--- config.mk ---
export PLATFORM = sky130hd
export DESIGN_NAME = dac_clock_output_ctrl
export DESIGN_NICKNAME = d
export VERILOG_FILES = /design/src/logic/dac_delay_line.v /design/src/logic/dac_clock_output_ctrl.v
export VERILOG_INCLUDE_DIRS = /design/src /design/src/logic
export SDC_FILE = /design/constraint.sdc
export NUM_CORES = 1
export LEC_CHECK = 0
export ABC_AREA = 1
export BUFFER_PORTS_ARGS = -buffer_cell sky130_fd_sc_hd__buf_2
export CORE_UTILIZATION = 35
export DETAILED_ROUTE_END_ITERATION = 7
export HOLD_SLACK_MARGIN = 0.12
export SETUP_SLACK_MARGIN = 0.15
export SLEW_MARGIN = 25
export SYNTH_ARGS = -nofsm -noshare
export SYNTH_HDL_FRONTEND = slang
export SYNTH_SLANG_ARGS = --single-unit
--- constraint.sdc ---
create_clock -name core_clk -period 26.2 [get_ports core_clk]
set_input_delay 5.24 -clock core_clk [delete_from_list [all_inputs] [get_ports core_clk]]
set_output_delay 5.24 -clock core_clk [all_outputs]
set_load 0.005 [all_outputs]
--- src/logic/dac_map.vh ---
`ifndef DAC_MAP_VH
`define DAC_MAP_VH
// Divider
`define DAC_DIV_W 3
`define DAC_DIV_RST 3'h0
// Sync control bits of the clock-control word
`define DAC_SYNC_EN_BIT 1
`define DAC_SYNC_ONCE_BIT 2
`define DAC_SYNC_CTL_ADDR 8'h3A
// Output control bit position
`define DAC_OUT_OFF_BIT 4
`define DAC_OUT_CTL_ADDR 8'h14
// Sample format
`define DAC_FMT_OFFBIN 2'h0
`define DAC_FMT_TWOS 2'h1
`define DAC_FMT_GRAY 2'h2
`define DAC_FMT_RST 2'h1
// Power modes
`define DAC_PWR_RUN 2'h0
`define DAC_PWR_DOWN 2'h1
`define DAC_PWR_STBY 2'h2
// Pipeline
`define DAC_LATENCY 10
`define DAC_SAMPLE_W 12
`define DAC_NEG_FS 12'h800
`define DAC_POS_FS 12'h7FF
// Stabilizer timing
`define DAC_CLK_HZ 50000000
`define DAC_RELOCK_MIN_NS 1500
`define DAC_RELOCK_MAX_NS 5000
`define DAC_DCS_MIN_HZ 40000000
`define DAC_LOCK_CNT_W 9
`endif

--- src/logic/dac_delay_line.v ---
`timescale 1ns/1ps
`default_nettype none
`include "dac_map.vh"
module dac_delay_line #(
  parameter WIDTH = 13,
  parameter DEPTH = `DAC_LATENCY
) (
  input wire core_clk,
  input wire srst,
  input wire adv,
  input wire [WIDTH-1:0] din,
  output wire [WIDTH-1:0] dout
);
  reg [WIDTH-1:0] stage_reg [0:DEPTH-1];
  genvar i;
  generate
    for (i = 0; i < DEPTH; i = i + 1) begin : g_stage
      always @(posedge core_clk) begin
        if (srst) begin
          stage_reg[i] <= {WIDTH{1'b0}};
        end else if (adv) begin
          if (i == 0) begin
            stage_reg[i] <= din;
          end else begin
            stage_reg[i] <= stage_reg[i-1];
          end
        end
      end
    end
  endgenerate
  assign dout = stage_reg[DEPTH-1];
endmodule // dac_delay_line
`default_nettype wire

--- src/logic/dac_clock_output_ctrl.v ---
`timescale 1ns/1ps
`default_nettype none
`include "dac_map.vh"
// Behaviour
// - Input clock divided by integer ratio 1 to 8 before conversion.
// - Two sync bits choose realign on every or first sync after write.
// - Accepted sync returns divider to its initial count.
// - Stabilizer enabled out of reset without any write.
// - Locked stabilizer makes falling edge at mid period, rising kept.
// - Stabilizer loop treated as dead below 40 MHz rate.
// - Relock takes 1.5 to 5 us after any frequency change.
// - Unlocked stabilizer is bypassed, raw duty cycle passes.
// - Power-down by config bit or pin high; pin low restores.
// - Power-down puts all output drivers in high impedance.
// - Standby mode keeps reference powered, distinct from power-down.
// - Output coding selectable: offset binary, twos complement, Gray.
// - Data drivers enabled with disable pin low, off when high.
// - Output-off bits three-state the data bus only when both channels are off.
// - One channel off: remaining sample repeated on both phases.
// - Samples appear ten sample clocks later after rising edge.
// - Data capture clock driven beside the data.
// - Overrange flag delayed ten clocks, aligned with sample.
// - Twos complement and offset binary full-scale codes as specified.
// - Beyond full scale the code saturates and overrange is set.
// - External sync resynchronised to the sample clock before use.
// - Each sample taken on rising edge of conversion clock.
module dac_clock_output_ctrl (
  input wire core_clk,
  input wire srst,
  input wire [`DAC_DIV_W-1:0] div_ratio_m1,
  input wire sync_pin,
  input wire sync_ctl_wr,
  input wire [7:0] sync_ctl_data,
  input wire stab_cfg_wr,
  input wire stab_cfg_en,
  input wire in_clk_slow,
  input wire freq_change,
  input wire raw_in_clk_level,
  input wire power_off_request,
  input wire [1:0] pwr_mode_cfg,
  input wire output_disable_pin,
  input wire [7:0] out_ctl_a,
  input wire [7:0] out_ctl_b,
  input wire [1:0] fmt_cfg,
  input wire [`DAC_SAMPLE_W:0] ain_a,
  input wire [`DAC_SAMPLE_W:0] ain_b,
  output reg conv_strobe,
  output reg int_clk,
  output reg stab_locked,
  output reg stab_bypass,
  output reg stab_enabled,
  output reg powered_down,
  output reg reference_on,
  output reg [`DAC_SAMPLE_W-1:0] data_out,
  output wire data_out_oe,
  output reg data_capture_clock,
  output wire data_capture_clock_oe,
  output reg overrange,
  output wire overrange_oe
);
  localparam [31:0] RELOCK_MIN_FULL =
    (`DAC_RELOCK_MIN_NS * (`DAC_CLK_HZ / 1000000) + 999) / 1000;
  localparam [31:0] RELOCK_MAX_FULL =
    (`DAC_RELOCK_MAX_NS * (`DAC_CLK_HZ / 1000000)) / 1000;
  localparam [`DAC_LOCK_CNT_W-1:0] RELOCK_MIN_CYC = RELOCK_MIN_FULL[`DAC_LOCK_CNT_W-1:0];
  localparam [`DAC_LOCK_CNT_W-1:0] RELOCK_MAX_CYC = RELOCK_MAX_FULL[`DAC_LOCK_CNT_W-1:0];

  // ---------------------------------------------------------------
  // Sync input resynchroniser
  // ---------------------------------------------------------------
  reg sync_s1_reg;
  reg sync_s2_reg;
  reg sync_s3_reg;
  reg sync_lvl_reg;
  wire sync_rise;
  always @(posedge core_clk) begin
    if (srst) begin
      sync_s1_reg <= 1'b0;
      sync_s2_reg <= 1'b0;
      sync_s3_reg <= 1'b0;
      sync_lvl_reg <= 1'b0;
    end else begin
      sync_s1_reg <= sync_pin;
      sync_s2_reg <= sync_s1_reg;
      sync_s3_reg <= sync_s2_reg;
      if (sync_s2_reg == sync_s3_reg) begin
        sync_lvl_reg <= sync_s3_reg;
      end
    end
  end
  assign sync_rise = (sync_s2_reg == sync_s3_reg) && sync_s3_reg && !sync_lvl_reg;

  // ---------------------------------------------------------------
  // Sync mode control
  // ---------------------------------------------------------------
  reg sync_en_reg;
  reg sync_once_reg;
  reg once_armed_reg;
  wire sync_accept;
  always @(posedge core_clk) begin
    if (srst) begin
      sync_en_reg <= 1'b0;
      sync_once_reg <= 1'b0;
      once_armed_reg <= 1'b0;
    end else if (sync_ctl_wr) begin
      sync_en_reg <= sync_ctl_data[`DAC_SYNC_EN_BIT];
      sync_once_reg <= sync_ctl_data[`DAC_SYNC_ONCE_BIT];
      once_armed_reg <= 1'b1;
    end else if (sync_rise && sync_once_reg) begin
      once_armed_reg <= 1'b0;
    end
  end
  assign sync_accept = sync_rise && sync_en_reg && (!sync_once_reg || once_armed_reg);

  // ---------------------------------------------------------------
  // Input clock divider
  // ---------------------------------------------------------------
  reg [`DAC_DIV_W-1:0] div_cnt_reg;
  reg [`DAC_DIV_W-1:0] div_ratio_reg;
  reg [`DAC_DIV_W-1:0] div_cnt_next;
  wire div_wrap;
  wire [`DAC_DIV_W-1:0] half_point;
  assign div_wrap = (div_cnt_reg == div_ratio_reg);
  assign half_point = {1'b0, div_ratio_reg[`DAC_DIV_W-1:1]};
  always @* begin
    div_cnt_next = div_cnt_reg + 3'h1;
    if (div_wrap) begin
      div_cnt_next = `DAC_DIV_RST;
    end
    if (sync_accept) begin
      div_cnt_next = `DAC_DIV_RST;
    end
  end
  always @(posedge core_clk) begin
    if (srst) begin
      div_cnt_reg <= `DAC_DIV_RST;
      div_ratio_reg <= `DAC_DIV_RST;
      conv_strobe <= 1'b0;
    end else begin
      div_cnt_reg <= div_cnt_next;
      if (div_wrap || sync_accept) begin
        div_ratio_reg <= div_ratio_m1;
      end
      conv_strobe <= (div_cnt_next == `DAC_DIV_RST) && !powered_down;
    end
  end

  // ---------------------------------------------------------------
  // Duty-cycle stabilizer
  // ---------------------------------------------------------------
  reg [`DAC_LOCK_CNT_W-1:0] lock_cnt_reg;
  reg [`DAC_LOCK_CNT_W-1:0] lock_cnt_next;
  reg stab_enabled_next;
  reg stab_locked_next;
  always @* begin
    stab_enabled_next = stab_enabled;
    stab_locked_next = stab_locked;
    lock_cnt_next = lock_cnt_reg;
    if (stab_cfg_wr) begin
      stab_enabled_next = stab_cfg_en;
    end
    if (!stab_enabled_next || in_clk_slow || freq_change) begin
      stab_locked_next = 1'b0;
      lock_cnt_next = {`DAC_LOCK_CNT_W{1'b0}};
    end else if (!stab_locked) begin
      if (lock_cnt_reg >= RELOCK_MIN_CYC) begin
        stab_locked_next = 1'b1;
      end else begin
        lock_cnt_next = lock_cnt_reg + 9'h001;
      end
    end
  end
  always @(posedge core_clk) begin
    if (srst) begin
      stab_enabled <= 1'b1;
      stab_locked <= 1'b0;
      lock_cnt_reg <= {`DAC_LOCK_CNT_W{1'b0}};
    end else begin
      stab_enabled <= stab_enabled_next;
      stab_locked <= stab_locked_next;
      lock_cnt_reg <= lock_cnt_next;
    end
  end
  always @(posedge core_clk) begin
    if (srst) begin
      stab_bypass <= 1'b1;
      int_clk <= 1'b0;
    end else begin
      stab_bypass <= !(stab_enabled_next && stab_locked_next);
      if (stab_enabled_next && stab_locked_next) begin
        if (div_cnt_next == `DAC_DIV_RST) begin
          int_clk <= 1'b1;
        end else if (div_cnt_next == half_point + 3'h1 || div_ratio_reg == `DAC_DIV_RST) begin
          int_clk <= 1'b0;
        end
      end else begin
        int_clk <= raw_in_clk_level;
      end
    end
  end

  // ---------------------------------------------------------------
  // Power-down pin resynchroniser
  // ---------------------------------------------------------------
  reg pwr_s1_reg;
  reg pwr_s2_reg;
  reg pwr_s3_reg;
  reg pwr_lvl_reg;
  wire pwr_pin_filt;
  always @(posedge core_clk) begin
    if (srst) begin
      pwr_s1_reg <= 1'b0;
      pwr_s2_reg <= 1'b0;
      pwr_s3_reg <= 1'b0;
      pwr_lvl_reg <= 1'b0;
    end else begin
      pwr_s1_reg <= power_off_request;
      pwr_s2_reg <= pwr_s1_reg;
      pwr_s3_reg <= pwr_s2_reg;
      pwr_lvl_reg <= pwr_pin_filt;
    end
  end
  assign pwr_pin_filt = (pwr_s2_reg == pwr_s3_reg) ? pwr_s3_reg : pwr_lvl_reg;

  // ---------------------------------------------------------------
  // Power control
  // ---------------------------------------------------------------
  always @(posedge core_clk) begin
    if (srst) begin
      powered_down <= 1'b0;
      reference_on <= 1'b1;
    end else begin
      powered_down <= pwr_pin_filt || (pwr_mode_cfg == `DAC_PWR_DOWN) ||
        (pwr_mode_cfg == `DAC_PWR_STBY);
      reference_on <= !(pwr_pin_filt || (pwr_mode_cfg == `DAC_PWR_DOWN));
    end
  end

  // ---------------------------------------------------------------
  // Saturation and coding
  // ---------------------------------------------------------------
  wire a_over;
  wire b_over;
  wire [`DAC_SAMPLE_W-1:0] a_sat;
  wire [`DAC_SAMPLE_W-1:0] b_sat;
  assign a_over = ain_a[`DAC_SAMPLE_W] != ain_a[`DAC_SAMPLE_W-1];
  assign b_over = ain_b[`DAC_SAMPLE_W] != ain_b[`DAC_SAMPLE_W-1];
  assign a_sat = a_over ? (ain_a[`DAC_SAMPLE_W] ? `DAC_NEG_FS : `DAC_POS_FS) :
    ain_a[`DAC_SAMPLE_W-1:0];
  assign b_sat = b_over ? (ain_b[`DAC_SAMPLE_W] ? `DAC_NEG_FS : `DAC_POS_FS) :
    ain_b[`DAC_SAMPLE_W-1:0];

  function [`DAC_SAMPLE_W-1:0] encode;
    input [`DAC_SAMPLE_W-1:0] twos;
    input [1:0] fmt;
    reg [`DAC_SAMPLE_W-1:0] ob;
    begin
      ob = {~twos[`DAC_SAMPLE_W-1], twos[`DAC_SAMPLE_W-2:0]};
      if (fmt == `DAC_FMT_OFFBIN) begin
        encode = ob;
      end else if (fmt == `DAC_FMT_GRAY) begin
        encode = ob ^ {1'b0, ob[`DAC_SAMPLE_W-1:1]};
      end else begin
        encode = twos;
      end
    end
  endfunction

  // ---------------------------------------------------------------
  // Pipeline latency
  // ---------------------------------------------------------------
  wire [`DAC_SAMPLE_W:0] pipe_a;
  wire [`DAC_SAMPLE_W:0] pipe_b;
  dac_delay_line #(
    .WIDTH(`DAC_SAMPLE_W + 1),
    .DEPTH(`DAC_LATENCY)
  ) u_delay_a (
    .core_clk(core_clk),
    .srst(srst),
    .adv(conv_strobe),
    .din({a_over, encode(a_sat, fmt_cfg)}),
    .dout(pipe_a)
  );
  dac_delay_line #(
    .WIDTH(`DAC_SAMPLE_W + 1),
    .DEPTH(`DAC_LATENCY)
  ) u_delay_b (
    .core_clk(core_clk),
    .srst(srst),
    .adv(conv_strobe),
    .din({b_over, encode(b_sat, fmt_cfg)}),
    .dout(pipe_b)
  );

  // ---------------------------------------------------------------
  // Output interleave and enables
  // ---------------------------------------------------------------
  wire a_off;
  wire b_off;
  wire phase_b;
  reg [`DAC_SAMPLE_W:0] sel;
  assign a_off = out_ctl_a[`DAC_OUT_OFF_BIT];
  assign b_off = out_ctl_b[`DAC_OUT_OFF_BIT];
  assign phase_b = (div_cnt_reg > half_point);
  always @* begin
    if (a_off && !b_off) begin
      sel = pipe_b;
    end else if (b_off && !a_off) begin
      sel = pipe_a;
    end else if (phase_b && div_ratio_reg != `DAC_DIV_RST) begin
      sel = pipe_b;
    end else begin
      sel = pipe_a;
    end
  end
  always @(posedge core_clk) begin
    if (srst) begin
      data_out <= {`DAC_SAMPLE_W{1'b0}};
      overrange <= 1'b0;
      data_capture_clock <= 1'b0;
    end else begin
      data_out <= sel[`DAC_SAMPLE_W-1:0];
      overrange <= sel[`DAC_SAMPLE_W];
      data_capture_clock <= !phase_b;
    end
  end
  assign data_out_oe = !powered_down && !output_disable_pin && !(a_off && b_off);
  assign overrange_oe = data_out_oe;
  assign data_capture_clock_oe = !powered_down;
endmodule // dac_clock_output_ctrl
`default_nettype wire

=== Word-level counts from Yosys, hierarchy flattened ===
Memories as Yosys holds them, arrays and structs flattened.
Cells that the tools add are included.

* Latch bits: 0
* Bits of input ports: 68
* Bits in writable memories: 260
* Word-level logic and storage cells: 153
* Memories kept: 2
* Memory bits (read-only): 0
* Register bits: 47
* Output and inout bits: 24

{| class="wikitable"
|+ Memory list
! name !! depth !! width !! rd ports !! clocked after memory_dff !! wr ports !! RTL line !! RTL
|-
| u_delay_a.stage_reg || 10 || 13 || 10 || 0 || 10 || dac_delay_line.v:14 || <nowiki>reg [WIDTH-1:0] stage_reg [0:DEPTH-1];</nowiki>
|-
| u_delay_b.stage_reg || 10 || 13 || 10 || 0 || 10 || dac_delay_line.v:14 ||
|}

* Div/mod/pow operators: 0
* Shift operators: 0
* Order comparisons: 2
* Bitwise gates (word level): 26
* Equal/unequal tests: 10
* $add $sub $neg: 3
* Reduce and logical (&&, ||, !) cells: 38
* Mux-type cells: 48
* $mul: 0

{| class="wikitable"
|+ Operators by type and width
! cell !! number
|-
| $mux 13 || 23
|-
| $mux 12 || 8
|-
| $xor 12x11->12 || 2
|-
| $or 1x1->1 || 20
|-
| $mux 1 || 15
|-
| $logic_and 1x1->1 || 13
|-
| $logic_not 1->1 || 11
|-
| $add 9x1->9 const B || 1
|-
| $ge 9x7->1 const B || 1
|-
| $logic_or 1x1->1 || 7
|-
| $eq 3x3->1 || 2
|-
| $logic_not 3->1 || 2
|-
| $mux 3 || 2
|-
| $eq 2x2->1 const B || 2
|-
| $not 1->1 || 4
|-
| $add 2x1->3 const B || 1
|-
| $add 3x1->3 const B || 1
|-
| $gt 3x2->1 || 1
|-
| $ne 3x2->1 const B || 1
|-
| $reduce_bool 3->1 || 1
|-
| $eq 1x1->1 || 2
|-
| $eq 2x1->1 const B || 1
|-
| $logic_not 2->1 || 1
|-
| $ne 1x1->1 || 2
|-
| 3 further kinds || 3
|}

=== Longest topological paths before layout ===
Gate-level depths: netlist of run 1.

* Word-level depth: 11
* Mapped depth: 12
* Gate-level depth less buffers: 11

=== By module ===
Synthesis of run 1 repeated with hierarchy kept, for this count alone.

* Cells, all modules: 1206
* Area total of the unflattened synthesis: 13365.3 um^2

{| class="wikitable"
|+ Modules (own cells, without submodules)
! module !! area an instance (um^2) !! instances !! cells each
|-
| dac_delay_line || 5401.4 || 2 || 420
|-
| dac_clock_output_ctrl || 2562.5 || 1 || 366
|}

=== Worst setup path before layout of run 1 ===
Ideal clock, no wire load.

* Kind: input to register
* Start point: input port srst
* End point: memory u_delay_a.stage_reg[0][0], enable pin
* Data arrival time: 9985 ps
* Buffers on the path: 2
* Library setup time: 1983 ps
* Slack: 14232 ps
* Cell stages on the path: 4
* Path through: buf_2 -> inv_1 -> clkbuf_1 -> nand2_1

{| class="wikitable"
|+ RTL lines
! item !! RTL line !! RTL
|-
| start: declaration || dac_clock_output_ctrl.v:29 || <nowiki>input wire srst,</nowiki>
|-
| end: declaration || dac_delay_line.v:14 ||
|}

=== Worst setup path in the final report of run 1 ===
* Start point: input port out_ctl_a[4]
* End point: output port overrange_oe

* Longest elaborated chain between the ends: 3

{| class="wikitable"
|+ Ends and longest elaborated chain
! item !! RTL line !! RTL
|-
| start: declaration || dac_clock_output_ctrl.v:42 || <nowiki>input wire [7:0] out_ctl_a,</nowiki>
|-
| $logic_and 1x1->1 || dac_clock_output_ctrl.v:327 || <nowiki>assign data_out_oe = !powered_down && !output_disable_pin && !(a_off && b_off);</nowiki>
|-
| $logic_not 1->1 || dac_clock_output_ctrl.v:327 ||
|-
| $logic_and 1x1->1 || dac_clock_output_ctrl.v:327 ||
|-
| end: declaration || dac_clock_output_ctrl.v:59 || <nowiki>output wire overrange_oe</nowiki>
|}

Every way passes these cells.

==> results of run 1 <==
## cell type report
cell class,instances,share of cell area
clock inverters,20,0.01156
inverters,298,0.07988
flip-flops and latches,307,0.6220
clock buffers,35,0.05622
multi-input cells,501,0.1605
repair buffers,74,0.02944
well taps,455,0.04047
## routing by layer
metal  part of all wire  GRT usage  vias up
li1                   -          -     3702
met1               0.49     0.1133     2947
met2               0.43     0.1527      128
met3              0.046    0.02076       47
met4              0.034    0.03412        0
met5                  0          0        -
## cells in the mapped netlist (2+ instances only)
library cell,count
sky130_fd_sc_hd__o21ai_1,5
sky130_fd_sc_hd__o21a_1,3
sky130_fd_sc_hd__xor2_1,3
sky130_fd_sc_hd__o21ai_2,2
sky130_fd_sc_hd__a21oi_1,56
sky130_fd_sc_hd__inv_1,292
sky130_fd_sc_hd__clkbuf_1,14
sky130_fd_sc_hd__buf_2,24
sky130_fd_sc_hd__nor3_1,33
sky130_fd_sc_hd__nand3_1,7
sky130_fd_sc_hd__nor2_2,4
sky130_fd_sc_hd__nand4_1,5
sky130_fd_sc_hd__nor2_1,294
sky130_fd_sc_hd__nand2_1,40
sky130_fd_sc_hd__o21ai_0,27
sky130_fd_sc_hd__buf_1,2
sky130_fd_sc_hd__inv_2,6
sky130_fd_sc_hd__ha_1,10
sky130_fd_sc_hd__edfxtp_1,260
sky130_fd_sc_hd__dfxtp_1,47
## logic make-up after synthesis
group,after synthesis,share of synthesized area
AO/OA/AOI/OAI,95,0.04037
XOR/XNOR,4,0.002848
flip-flops,307,0.7110
buffers and inverters,339,0.1062
AND/OR/NAND/NOR,391,0.1286
adder cells (fa/ha/maj),11,0.01098
## power by group through the flow
stage / Combinational, µW / Sequential, µW / Clock (µW)
floorplan: 134 / 714 / 0
global placement: 175 / 699 / 0
detailed placement: 177 / 702 / 0
CTS: 178 / 692 / 428
global route: 208 / 702 / 444
finish: 177 / 690 / 414
## worst max-delay path: stages
cell                      delay [ns]
sky130_fd_sc_hd__buf_2          0.10
sky130_fd_sc_hd__a211o_1        0.28
sky130_fd_sc_hd__inv_1          0.06
sky130_fd_sc_hd__buf_2          0.10
## worst paths after layout
| path | end | cells after the start |
|---|---|---|
| worst max-delay path | overrange_oe | 4 |
| worst min register to register | pwr_s2_reg$_SDFF_PP0_ | 2 |
| worst max register to register | u_delay_a.stage_reg[9][2]$_SDFFCE_PN0P_ | 5 |
| worst min-delay path | pwr_s2_reg$_SDFF_PP0_ | 2 |
## metrics by stage
step                std cells  cell area, µm²  hold WS (ns)  setup slack, ns  power (µW)
global placement         1634           13080        0.3959            15.17       873.8
CTS                      1689           14040        0.4173            15.17        1298
detailed placement       1634           13090        0.4075            15.17       878.5
global route             1690           14070        0.4394            15.15        1354
finish                   1690           14070        0.4162            15.18        1280
floorplan                1147           12300        0.3883            14.23       848.0
==> impl_metrics.xml, run 1 <==
<?xml version="1.0" encoding="UTF-8"?>
<metrics>
  <group name="timing">
    <metric name="timing.final.setup_violations" unit="">0</metric>
    <metric name="clock_skew" unit="ns">0.01168</metric>
    <metric name="worst_slew_pin_slew" unit="ns">0.9192</metric>
    <metric name="setup-tns-final" unit="ns">0</metric>
    <metric name="slew_violations" unit="">0</metric>
    <metric name="post-route-period-util" unit="">0.4208</metric>
    <metric name="achievable-frequency" unit="MHz">90.71</metric>
    <metric name="grt_setup_unrepaired" unit="">no</metric>
    <metric name="timing.final.hold_violations" unit="">0</metric>
    <metric name="timing.final.crit_period" unit="ns">11.02</metric>
    <metric name="worst_slew_margin_rel" unit="">0.3872</metric>
  </group>
  <group name="clock_network">
    <metric name="cts_tree" unit="">built</metric>
    <metric name="clkLatencyLatePin" unit="ns">0.54</metric>
    <metric name="cts_hold_buf" unit="">0</metric>
    <metric name="cts_num_sinks" unit="">307</metric>
    <metric name="cts.clk_slew.worst_paths" unit="ns">0.05</metric>
    <metric name="root_buffer" unit="">sky130_fd_sc_hd__clkbuf_16</metric>
    <metric name="cts_inserted_buffers" unit="">31</metric>
    <metric name="htreeDepth" unit="">1</metric>
    <metric name="clk_path_buf_depth" unit="">3</metric>
    <metric name="post_cts_buffers" unit="">0</metric>
    <metric name="ctsResizeCount" unit="">0</metric>
  </group>
  <group name="synthesis">
    <metric name="syn-cell-area" unit="µm²">12300</metric>
    <metric name="post-synth-top-area-fraction" unit="">0.6345</metric>
    <metric name="syn_area_per_cell" unit="µm²">10.73</metric>
    <metric name="yosysWarningCount" unit="">0</metric>
    <metric name="netlist_instances" unit="">1147</metric>
    <metric name="asyncSetResetFlopFracSynth" unit="">0</metric>
    <metric name="synth_seq_cells" unit="">307</metric>
    <metric name="synth_top_area_cell" unit="">sky130_fd_sc_hd__edfxtp_1</metric>
    <metric name="yosys_most_used_dff" unit="">sky130_fd_sc_hd__edfxtp_1</metric>
    <metric name="number_of_synthesized_flops_with_an_enable_pin" unit="">260</metric>
    <metric name="ys_top_cells_by_area" unit="">sky130_fd_sc_hd__edfxtp_1, sky130_fd_sc_hd__nor2_1, sky130_fd_sc_hd__inv_1</metric>
    <metric name="synth_fp_nets" unit="">1225</metric>
    <metric name="synth_seq_area_share" unit="">0.7110</metric>
    <metric name="synth.distinct_cells" unit="">33</metric>
  </group>
  <group name="drt">
    <metric name="avgViaCountPerCell" unit="">4.038</metric>
    <metric name="wire_per_inst" unit="µm">9.507</metric>
    <metric name="final_routed_drc_violation_total" unit="">0</metric>
    <metric name="drtPass1Iterations" unit="">4</metric>
    <metric name="first_iter_violations" unit="">444</metric>
    <metric name="drt.antenna.violating_nets" unit="">0</metric>
    <metric name="total_detailed_routing_wirelength" unit="µm">16070</metric>
    <metric name="routed-via-count" unit="">6824</metric>
  </group>
  <group name="floorplanning">
    <metric name="die-width" unit="µm">189.5</metric>
    <metric name="rows" unit="">68</metric>
    <metric name="core_area" unit="µm²">34540</metric>
    <metric name="floorplan.die_area" unit="µm²">35910</metric>
    <metric name="start_util" unit="">0.3562</metric>
    <metric name="chipHeight" unit="µm">189.5</metric>
    <metric name="design.portCount" unit="">92</metric>
  </group>
  <group name="cells_and_area">
    <metric name="antenna-diode-count" unit="">0</metric>
    <metric name="fillCellCount" unit="">3264</metric>
    <metric name="multiInputGateArea" unit="µm²">2257</metric>
    <metric name="final_core_utilization" unit="">0.4072</metric>
    <metric name="mostFrequentLayoutCells" unit="">sky130_fd_sc_hd__nor2_1, sky130_fd_sc_hd__inv_1, sky130_fd_sc_hd__edfxtp_1, sky130_fd_sc_hd__buf_2, sky130_fd_sc_hd__a21oi_1</metric>
    <metric name="regArea" unit="µm²">8748</metric>
    <metric name="final_layout_size_suffix_gt1_frac" unit="">0.1061</metric>
    <metric name="finish.net_count" unit="">1291</metric>
    <metric name="areaGrowthSynthToFinish" unit="%">14.32</metric>
    <metric name="layout.cells.most_common" unit="">sky130_fd_sc_hd__nor2_1</metric>
  </group>
  <group name="setup_path">
    <metric name="crit_start" unit="">out_ctl_a[4]</metric>
    <metric name="reg2reg_slack" unit="ns">23.66</metric>
    <metric name="regToRegStartpoint" unit="">conv_strobe$_SDFF_PP0_</metric>
    <metric name="cp-end-kind" unit="">output port</metric>
    <metric name="crit_path_start_kind" unit="">primary input</metric>
    <metric name="cp.arrival" unit="ns">5.78</metric>
    <metric name="largest_fanout_on_the_critical_path" unit="">2</metric>
    <metric name="timing.setup.critical_path_class" unit="">in2out</metric>
    <metric name="cp.required" unit="ns">20.96</metric>
  </group>
  <group name="global_route">
    <metric name="largest_net_degree_at_the_start_of_global_routing" unit="">209</metric>
    <metric name="grt_overflow_total" unit="">0</metric>
    <metric name="grt_pass1_wl" unit="µm">28010</metric>
    <metric name="first_global_vias" unit="">6443</metric>
    <metric name="grtUsageTotal" unit="">0.09074</metric>
    <metric name="antenna_found_initial" unit="">0</metric>
  </group>
  <group name="worst_hold_path">
    <metric name="hold_path_startpoint" unit="">pwr_s1_reg$_SDFF_PP0_</metric>
    <metric name="worst_hold_path_type" unit="">reg2reg</metric>
  </group>
  <group name="placed_design">
    <metric name="port-buffer-count" unit="">71</metric>
    <metric name="detailedPlacementHpwl" unit="µm">8604</metric>
    <metric name="place.gp.congestion" unit="">0.7959</metric>
  </group>
  <group name="flow_run">
    <metric name="max_cap_check_violation_count" unit="">0</metric>
  </group>
  <group name="outcome">
    <metric name="outcome" unit="">finished, final reports clean</metric>
  </group>
  <group name="power">
    <metric name="comb_power_share" unit="">0.138</metric>
    <metric name="sequentialPowerShare" unit="">0.539</metric>
    <metric name="switchingPower" unit="µW">322.8</metric>
    <metric name="clockPowerShare" unit="">0.323</metric>
    <metric name="vdd.ir_drop.worst" unit="mV">0.05370</metric>
    <metric name="swShare" unit="">0.2521</metric>
    <metric name="power_density" unit="nW/µm²">91.03</metric>
    <metric name="cell_internal_pwr" unit="µW">957.7</metric>
    <metric name="cellLeakagePower" unit="µW">0.005827</metric>
  </group>
</metrics>
Note: power is estimated with default switching activity, not from simulation.
==> run 2: changes to the inputs <==
- clock period: 26.2 -> 9 ns (I/O delays scaled with it)
==> run 2 against run 1 <==
Combinational power rose to 2.9 times the previous value. Worst setup slack got worse by 10 ns. Sequential share of layout area is 0.58 points lower. Power rose to 3.0 times the previous value. Sequential power rose to 2.9 times the previous value. Critical endpoint unchanged. Largest power group unchanged.
==> impl_metrics.xml, run 2 (synthesized netlist as in run 1, its figures left out) <==
<?xml version="1.0" encoding="UTF-8"?>
<metrics>
  <group name="outcome">
    <metric name="outcome" unit="">finished, final reports clean</metric>
  </group>
  <group name="setup_path">
    <metric name="critical_path_s_top_delay_family" unit="">compound AO/OA/AOI/OAI gates</metric>
    <metric name="critical_path.most_common_cell" unit="">sky130_fd_sc_hd__buf_2</metric>
    <metric name="crit_start" unit="">out_ctl_a[4]</metric>
    <metric name="rr_endpoint" unit="">u_delay_a.stage_reg[9][9]$_SDFFCE_PN0P_</metric>
    <metric name="timing.setup.critical_path_class" unit="">in2out</metric>
    <metric name="cp.required" unit="ns">7.20</metric>
    <metric name="critical_path.slowest_cell" unit="">sky130_fd_sc_hd__a211o_1</metric>
    <metric name="crit_path_start_kind" unit="">primary input</metric>
    <metric name="cp-end-kind" unit="">output port</metric>
    <metric name="crit_path_max_incr_delay" unit="ns">0.28</metric>
    <metric name="largest_fanout_on_the_critical_path" unit="">2</metric>
    <metric name="cp.arrival" unit="ns">2.35</metric>
    <metric name="critical_path_buf_inv_count" unit="">3</metric>
    <metric name="critPathCapture" unit="">overrange_oe</metric>
    <metric name="regToRegStartpoint" unit="">conv_strobe$_SDFF_PP0_</metric>
    <metric name="cp.depth" unit="">4</metric>
    <metric name="crit_chain" unit="">buf_2 &gt; a211o_1 &gt; inv_1 &gt; buf_2</metric>
    <metric name="reg2reg_depth" unit="">5</metric>
    <metric name="reg2reg_slack" unit="ns">6.52</metric>
  </group>
  <group name="cells_and_area">
    <metric name="mostFrequentLayoutCells" unit="">sky130_fd_sc_hd__nor2_1, sky130_fd_sc_hd__inv_1, sky130_fd_sc_hd__edfxtp_1, sky130_fd_sc_hd__buf_2, sky130_fd_sc_hd__a21oi_1</metric>
    <metric name="finish.net_count" unit="">1294</metric>
    <metric name="final_layout_size_suffix_gt1_frac" unit="">0.1097</metric>
    <metric name="regArea" unit="µm²">8748</metric>
    <metric name="fillCellCount" unit="">3275</metric>
    <metric name="multiInputGateArea" unit="µm²">2257</metric>
    <metric name="areaGrowthSynthToFinish" unit="%">15.40</metric>
    <metric name="layout.cells.most_common" unit="">sky130_fd_sc_hd__nor2_1</metric>
    <metric name="final_core_utilization" unit="">0.4110</metric>
  </group>
  <group name="drt">
    <metric name="total_detailed_routing_wirelength" unit="µm">16120</metric>
    <metric name="final_routed_drc_violation_total" unit="">0</metric>
    <metric name="wire_per_inst" unit="µm">9.507</metric>
    <metric name="avgViaCountPerCell" unit="">4.051</metric>
    <metric name="routed-via-count" unit="">6871</metric>
    <metric name="drt.antenna.violating_nets" unit="">0</metric>
    <metric name="drtPass1Iterations" unit="">4</metric>
    <metric name="first_iter_violations" unit="">450</metric>
  </group>
  <group name="clock_network">
    <metric name="cts_inserted_buffers" unit="">34</metric>
    <metric name="cts_tree" unit="">built</metric>
    <metric name="clk_path_buf_depth" unit="">3</metric>
    <metric name="post_cts_buffers" unit="">0</metric>
    <metric name="cts_hold_buf" unit="">0</metric>
    <metric name="clkLatencyLatePin" unit="ns">0.49</metric>
    <metric name="htreeDepth" unit="">2</metric>
    <metric name="root_buffer" unit="">sky130_fd_sc_hd__clkbuf_16</metric>
    <metric name="cts_num_sinks" unit="">307</metric>
    <metric name="cts.clk_slew.worst_paths" unit="ns">0.05</metric>
    <metric name="ctsResizeCount" unit="">0</metric>
  </group>
  <group name="power">
    <metric name="swShare" unit="">0.2503</metric>
    <metric name="switchingPower" unit="µW">964.4</metric>
    <metric name="cell_internal_pwr" unit="µW">2889</metric>
    <metric name="comb_power_share" unit="">0.135</metric>
    <metric name="clockPowerShare" unit="">0.344</metric>
    <metric name="sequentialPowerShare" unit="">0.521</metric>
    <metric name="cellLeakagePower" unit="µW">0.005885</metric>
    <metric name="power_density" unit="nW/µm²">271.4</metric>
    <metric name="vdd.ir_drop.worst" unit="mV">0.1426</metric>
  </group>
  <group name="timing">
    <metric name="slew_violations" unit="">0</metric>
    <metric name="timing.final.crit_period" unit="ns">4.147</metric>
    <metric name="timing.final.hold_violations" unit="">0</metric>
    <metric name="worst_slew_pin_slew" unit="ns">0.9463</metric>
    <metric name="worst_slew_margin_rel" unit="">0.3691</metric>
    <metric name="achievable-frequency" unit="MHz">241.1</metric>
    <metric name="timing.final.setup_violations" unit="">0</metric>
    <metric name="clock_skew" unit="ns">0.009322</metric>
    <metric name="grt_setup_unrepaired" unit="">no</metric>
    <metric name="setup-tns-final" unit="ns">0</metric>
    <metric name="post-route-period-util" unit="">0.4608</metric>
  </group>
  <group name="placed_design">
    <metric name="detailedPlacementHpwl" unit="µm">8682</metric>
    <metric name="port-buffer-count" unit="">71</metric>
    <metric name="place.gp.congestion" unit="">0.7816</metric>
  </group>
  <group name="floorplanning">
    <metric name="floorplan.die_area" unit="µm²">35910</metric>
    <metric name="core_area" unit="µm²">34540</metric>
    <metric name="chipHeight" unit="µm">189.5</metric>
    <metric name="rows" unit="">68</metric>
    <metric name="start_util" unit="">0.3562</metric>
    <metric name="design.portCount" unit="">92</metric>
    <metric name="die-width" unit="µm">189.5</metric>
  </group>
  <group name="global_route">
    <metric name="grtUsageTotal" unit="">0.09225</metric>
    <metric name="first_global_vias" unit="">6422</metric>
    <metric name="grt_pass1_wl" unit="µm">28180</metric>
    <metric name="largest_net_degree_at_the_start_of_global_routing" unit="">210</metric>
    <metric name="antenna_found_initial" unit="">0</metric>
    <metric name="grt_overflow_total" unit="">0</metric>
  </group>
  <group name="flow_run">
    <metric name="max_cap_check_violation_count" unit="">0</metric>
  </group>
  <group name="worst_hold_path">
    <metric name="worst_hold_path_type" unit="">reg2reg</metric>
  </group>
</metrics>
## run 2: layer usage
| layer | GRT usage | part of all wire | vias up |
|---|---|---|---|
| met5 | 0 | 0 | - |
| met4 | 0.03908 | 0.028 | 0 |
| met3 | 0.02187 | 0.053 | 39 |
| met2 | 0.1564 | 0.45 | 133 |
| met1 | 0.1120 | 0.47 | 2990 |
| li1 | - | - | 3709 |
## run 2: cell type report
type / count / area share
antenna: 1 / 0.0001762
clock buffer: 49 / 0.06829
clock inverter: 11 / 0.008019
inverter: 298 / 0.07913
multi-input combinational: 501 / 0.1590
sequential: 307 / 0.6161
tap: 455 / 0.04010
timing repair buffer: 74 / 0.02917
## run 2: through the flow
stage	cell area (µm²)	worst slack, ns	cells	hold slack, ns	power (µW)
6_report	14200	4.853	1696	0.4270	3853
5_1_grt	14200	4.701	1695	0.4456	4076
3_3_place_gp	13080	4.472	1634	0.4010	2541
2_1_floorplan	12300	0.4716	1147	0.3883	2469
4_1_cts	14160	4.848	1694	0.4320	3906
3_5_place_dp	13080	4.433	1634	0.4159	2562
## run 2: power groups by stage
stage               logic, µW  registers (µW)  clock network, µW
floorplan                 390            2080                  0
global placement          506            2030                  0
CTS                       525            2010               1370
finish                    520            2010               1330
global route              612            2040               1420
detailed placement        519            2040                  0
## run 2: worst reg2reg max path, stage by stage (launching register included)
cell and delay [ns]:
sky130_fd_sc_hd__dfxtp_1 0.32, sky130_fd_sc_hd__inv_1 0.12, sky130_fd_sc_hd__nor2_2 0.16, sky130_fd_sc_hd__inv_6 0.69, sky130_fd_sc_hd__buf_6 0.73, sky130_fd_sc_hd__nor2_1 0.19
## run 2: how the worst min path moves through the flow
stage | startpoint | slack [ns] | endpoint | cells after the start
6_report | lock_cnt_reg[8]$_SDFFE_PP0P_ | 0.43 | lock_cnt_reg[8]$_SDFFE_PP0P_ | 2
5_1_grt | lock_cnt_reg[7]$_SDFFE_PP0P_ | 0.45 | lock_cnt_reg[7]$_SDFFE_PP0P_ | 2
4_1_cts | lock_cnt_reg[8]$_SDFFE_PP0P_ | 0.43 | lock_cnt_reg[8]$_SDFFE_PP0P_ | 2
3_5_place_dp | sync_s1_reg$_SDFF_PP0_ | 0.42 | sync_s2_reg$_SDFF_PP0_ | 2
3_3_place_gp | pwr_s1_reg$_SDFF_PP0_ | 0.40 | pwr_s2_reg$_SDFF_PP0_ | 2
2_1_floorplan | pwr_s1_reg$_SDFF_PP0_ | 0.39 | pwr_s2_reg$_SDFF_PP0_ | 2
==> run 3: changes to the inputs <==
- ABC_AREA: 1 -> 0
- clock period: 9 -> 4.16 ns (I/O delays scaled with it)
==> run 3 against run 2 <==
Critical path depth unchanged. Worst setup slack got worse by 3.0 ns. Core utilization decreased by 0.14 points.
==> impl_metrics.xml, run 3 <==
<?xml version="1.0" encoding="UTF-8"?>
<metrics>
  <group name="global_route">
    <metric name="antenna_found_initial" unit="">0</metric>
    <metric name="first_global_vias" unit="">5392</metric>
    <metric name="grt_overflow_total" unit="">0</metric>
    <metric name="largest_net_degree_at_the_start_of_global_routing" unit="">131</metric>
    <metric name="grt_pass1_wl" unit="µm">23350</metric>
    <metric name="grtUsageTotal" unit="">0.07801</metric>
  </group>
  <group name="synthesis">
    <metric name="fraction_of_synthesized_cell_area_in_xor_and_xnor_cells" unit="">0.02568</metric>
    <metric name="synth_seq_cells" unit="">307</metric>
    <metric name="netlist_instances" unit="">852</metric>
    <metric name="number_of_synthesized_flops_with_an_enable_pin" unit="">260</metric>
    <metric name="asyncSetResetFlopFracSynth" unit="">0</metric>
    <metric name="syn-cell-area" unit="µm²">11940</metric>
    <metric name="synth_fa_ha_area_frac" unit="">0.01048</metric>
    <metric name="post-synth-top-count-cell" unit="">sky130_fd_sc_hd__edfxtp_1</metric>
    <metric name="synth.area.mux_share" unit="">0.004192</metric>
    <metric name="yosys_most_used_dff" unit="">sky130_fd_sc_hd__edfxtp_1</metric>
    <metric name="synth.distinct_cells" unit="">40</metric>
    <metric name="ys_top_cells_by_area" unit="">sky130_fd_sc_hd__edfxtp_1, sky130_fd_sc_hd__and2_1, sky130_fd_sc_hd__dfxtp_1</metric>
    <metric name="synth_top_area_cell" unit="">sky130_fd_sc_hd__edfxtp_1</metric>
    <metric name="synth_seq_area_share" unit="">0.7328</metric>
    <metric name="yosysWarningCount" unit="">0</metric>
    <metric name="synth_compound_gate_area_share" unit="">0.03542</metric>
    <metric name="synth_top_family_by_area" unit="">simple AND/OR/NAND/NOR gates</metric>
    <metric name="post-synth-top-area-fraction" unit="">0.6540</metric>
    <metric name="syn_area_per_cell" unit="µm²">14.01</metric>
    <metric name="post_synth_most_frequent_cells" unit="">sky130_fd_sc_hd__edfxtp_1, sky130_fd_sc_hd__and2_1, sky130_fd_sc_hd__nand2_1</metric>
    <metric name="post_synth_and_or_nand_nor_area_fraction" unit="">0.1732</metric>
    <metric name="synth_fp_nets" unit="">930</metric>
  </group>
  <group name="worst_hold_path">
    <metric name="worst_hold_path_type" unit="">reg2reg</metric>
    <metric name="worst_hold_path.num_cells" unit="">1</metric>
  </group>
  <group name="setup_path">
    <metric name="crit_chain" unit="">buf_2 &gt; inv_1 &gt; nand2_1 &gt; nor2_1</metric>
    <metric name="largest_fanout_on_the_critical_path" unit="">34</metric>
    <metric name="critical_path_buf_inv_count" unit="">2</metric>
    <metric name="crit_path_max_incr_delay" unit="ns">0.76</metric>
    <metric name="cp.required" unit="ns">4.41</metric>
    <metric name="cp.arrival" unit="ns">2.56</metric>
    <metric name="reg2reg_depth" unit="">8</metric>
    <metric name="critical_path.slowest_cell" unit="">sky130_fd_sc_hd__nand2_1</metric>
    <metric name="crit_path_start_kind" unit="">primary input</metric>
    <metric name="cp.depth" unit="">4</metric>
    <metric name="critical_path_s_top_delay_family" unit="">simple AND/OR/NAND/NOR gates</metric>
    <metric name="timing.setup.critical_path_class" unit="">in2reg</metric>
    <metric name="cp-end-kind" unit="">flip-flop</metric>
  </group>
  <group name="placed_design">
    <metric name="detailedPlacementHpwl" unit="µm">8130</metric>
    <metric name="place.gp.congestion" unit="">0.7756</metric>
    <metric name="port-buffer-count" unit="">71</metric>
  </group>
  <group name="cells_and_area">
    <metric name="finish.net_count" unit="">999</metric>
    <metric name="areaGrowthSynthToFinish" unit="%">15.05</metric>
    <metric name="antenna-diode-count" unit="">0</metric>
    <metric name="mostFrequentLayoutCells" unit="">sky130_fd_sc_hd__edfxtp_1, sky130_fd_sc_hd__and2_1, sky130_fd_sc_hd__buf_2, sky130_fd_sc_hd__nand2_1, sky130_fd_sc_hd__dfxtp_1</metric>
    <metric name="layout.cells.most_common" unit="">sky130_fd_sc_hd__edfxtp_1</metric>
    <metric name="final_core_utilization" unit="">0.4096</metric>
    <metric name="final_layout_size_suffix_gt1_frac" unit="">0.1300</metric>
  </group>
  <group name="flow_run">
    <metric name="max_cap_check_violation_count" unit="">0</metric>
  </group>
  <group name="clock_network">
    <metric name="clk_path_buf_depth" unit="">3</metric>
    <metric name="ctsResizeCount" unit="">0</metric>
    <metric name="cts_tree" unit="">built</metric>
    <metric name="cts_num_sinks" unit="">307</metric>
    <metric name="htreeDepth" unit="">1</metric>
    <metric name="cts.clk_slew.worst_paths" unit="ns">0.06</metric>
    <metric name="cts_inserted_buffers" unit="">31</metric>
    <metric name="post_cts_buffers" unit="">0</metric>
    <metric name="root_buffer" unit="">sky130_fd_sc_hd__clkbuf_16</metric>
    <metric name="clkLatencyLatePin" unit="ns">0.54</metric>
    <metric name="cts_hold_buf" unit="">0</metric>
  </group>
  <group name="floorplanning">
    <metric name="die-width" unit="µm">186.7</metric>
    <metric name="floorplan.die_area" unit="µm²">34850</metric>
    <metric name="chipHeight" unit="µm">186.7</metric>
    <metric name="rows" unit="">67</metric>
    <metric name="core_area" unit="µm²">33530</metric>
    <metric name="start_util" unit="">0.3560</metric>
    <metric name="design.portCount" unit="">92</metric>
  </group>
  <group name="drt">
    <metric name="first_iter_violations" unit="">255</metric>
    <metric name="total_detailed_routing_wirelength" unit="µm">13670</metric>
    <metric name="final_routed_drc_violation_total" unit="">0</metric>
    <metric name="avgViaCountPerCell" unit="">4.192</metric>
    <metric name="wire_per_inst" unit="µm">9.808</metric>
    <metric name="drt.antenna.violating_nets" unit="">0</metric>
    <metric name="routed-via-count" unit="">5843</metric>
    <metric name="drtPass1Iterations" unit="">4</metric>
  </group>
  <group name="timing">
    <metric name="achievable-frequency" unit="MHz">433.6</metric>
    <metric name="timing.final.hold_violations" unit="">0</metric>
    <metric name="fin_hold_ws" unit="ns">0.4472</metric>
    <metric name="post-route-period-util" unit="">0.5544</metric>
    <metric name="grt_setup_unrepaired" unit="">no</metric>
    <metric name="setup-tns-final" unit="ns">0</metric>
    <metric name="timing.final.setup_violations" unit="">0</metric>
    <metric name="worst_slew_margin_rel" unit="">0.3728</metric>
    <metric name="worst_slew_pin_slew" unit="ns">0.9385</metric>
    <metric name="slew_violations" unit="">0</metric>
    <metric name="timing.final.crit_period" unit="ns">2.306</metric>
    <metric name="clock_skew" unit="ns">0.01141</metric>
  </group>
  <group name="power">
    <metric name="power_density" unit="nW/µm²">570.3</metric>
    <metric name="vdd.ir_drop.worst" unit="mV">0.3266</metric>
    <metric name="cellLeakagePower" unit="µW">0.005217</metric>
  </group>
  <group name="outcome">
    <metric name="outcome" unit="">finished, final reports clean</metric>
  </group>
</metrics>
==> run 3: cell types whose count changed after synthesis, moves of 11 or more <==
cell / change
sky130_fd_sc_hd__inv_1: -281
sky130_fd_sc_hd__nor2_1: -260
sky130_fd_sc_hd__and2_1: +235
sky130_fd_sc_hd__nor3_1: -29
sky130_fd_sc_hd__xnor2_1: +27
sky130_fd_sc_hd__clkbuf_1: +20
sky130_fd_sc_hd__buf_2: -19
sky130_fd_sc_hd__a21oi_1: -12
sky130_fd_sc_hd__nor2b_1: +12
sky130_fd_sc_hd__o21ai_0: -12
sky130_fd_sc_hd__nand2_1: +11
==> run 3: area by class of cell <==
cell class                 count  area, µm²
clock inverter                13      111.4
multi-input combinational    490       2983
clock buffer                  45      828.3
tap                          448      560.5
inverter                      11      41.29
fill                        3119      19800
timing repair buffer          80      462.9
sequential                   307       8748
==> run 3: cells by family after synthesis <==
logic type / count (synthesis)
AO/OA/AOI/OAI: 74
XOR/XNOR: 35
adder cells (fa/ha/maj): 10
buffers and inverters: 55
flip-flops: 307
multiplexers: 5
AND/OR/NAND/NOR: 366
==> run 3: power breakdown <==
part	leakage [µW]	switching, µW	internal [µW]	total, µW
logic	0.00162	694	379	1070
registers	0.00315	131	4120	4250
clock network	0.000456	1020	1500	2510
total	0.00522	1840	5990	7830
==> run 3: metrics by stage <==
step           instance area, µm²  setup slack, ns  std cells  total power (µW)
6_report                    13740            1.854       1394              7834
2_1_floorplan               11940           0.4519        852              5132
3_3_place_gp                12790            1.364       1335              5377
5_1_grt                     13740            1.584       1394              8245
3_5_place_dp                12800            1.315       1336              5413
4_1_cts                     13740            1.881       1394              7966
==> run 3: path summary, 6_finish.rpt <==
| path | start | endpoint | slack (ns) |
|---|---|---|---|
| max | srst | u_delay_b.stage_reg[0][11]$_SDFFCE_PN0P_ | 1.85 |
| min | pwr_s1_reg$_SDFF_PP0_ | pwr_s2_reg$_SDFF_PP0_ | 0.45 |
| max reg2reg | div_cnt_reg[0]$_SDFF_PP0_ | data_out[10]$_SDFF_PP0_ | 1.89 |
| min reg2reg | pwr_s1_reg$_SDFF_PP0_ | pwr_s2_reg$_SDFF_PP0_ | 0.45 |
==> run 3: routing by layer <==
layer | up-vias | share of wire | global-route usage | routed length [µm]
met5 | - | 0 | 0 | 0
met4 | 0 | 0.025 | 0.02900 | 337
met3 | 23 | 0.046 | 0.01768 | 633
met2 | 117 | 0.50 | 0.1467 | 6865
met1 | 2619 | 0.43 | 0.08476 | 5835
li1 | 3084 | - | - | -
==> run 3: worst register-to-register path: stages, from the launching register on <==
cell	delay [ns]
sky130_fd_sc_hd__dfxtp_1	0.45
sky130_fd_sc_hd__inv_1	0.12
sky130_fd_sc_hd__ha_1	0.31
sky130_fd_sc_hd__nand2_1	0.06
sky130_fd_sc_hd__o21ai_1	0.09
sky130_fd_sc_hd__a221oi_1	0.52
sky130_fd_sc_hd__clkdlybuf4s18_2	0.36
sky130_fd_sc_hd__o21ai_0	0.12
sky130_fd_sc_hd__a21oi_1	0.18
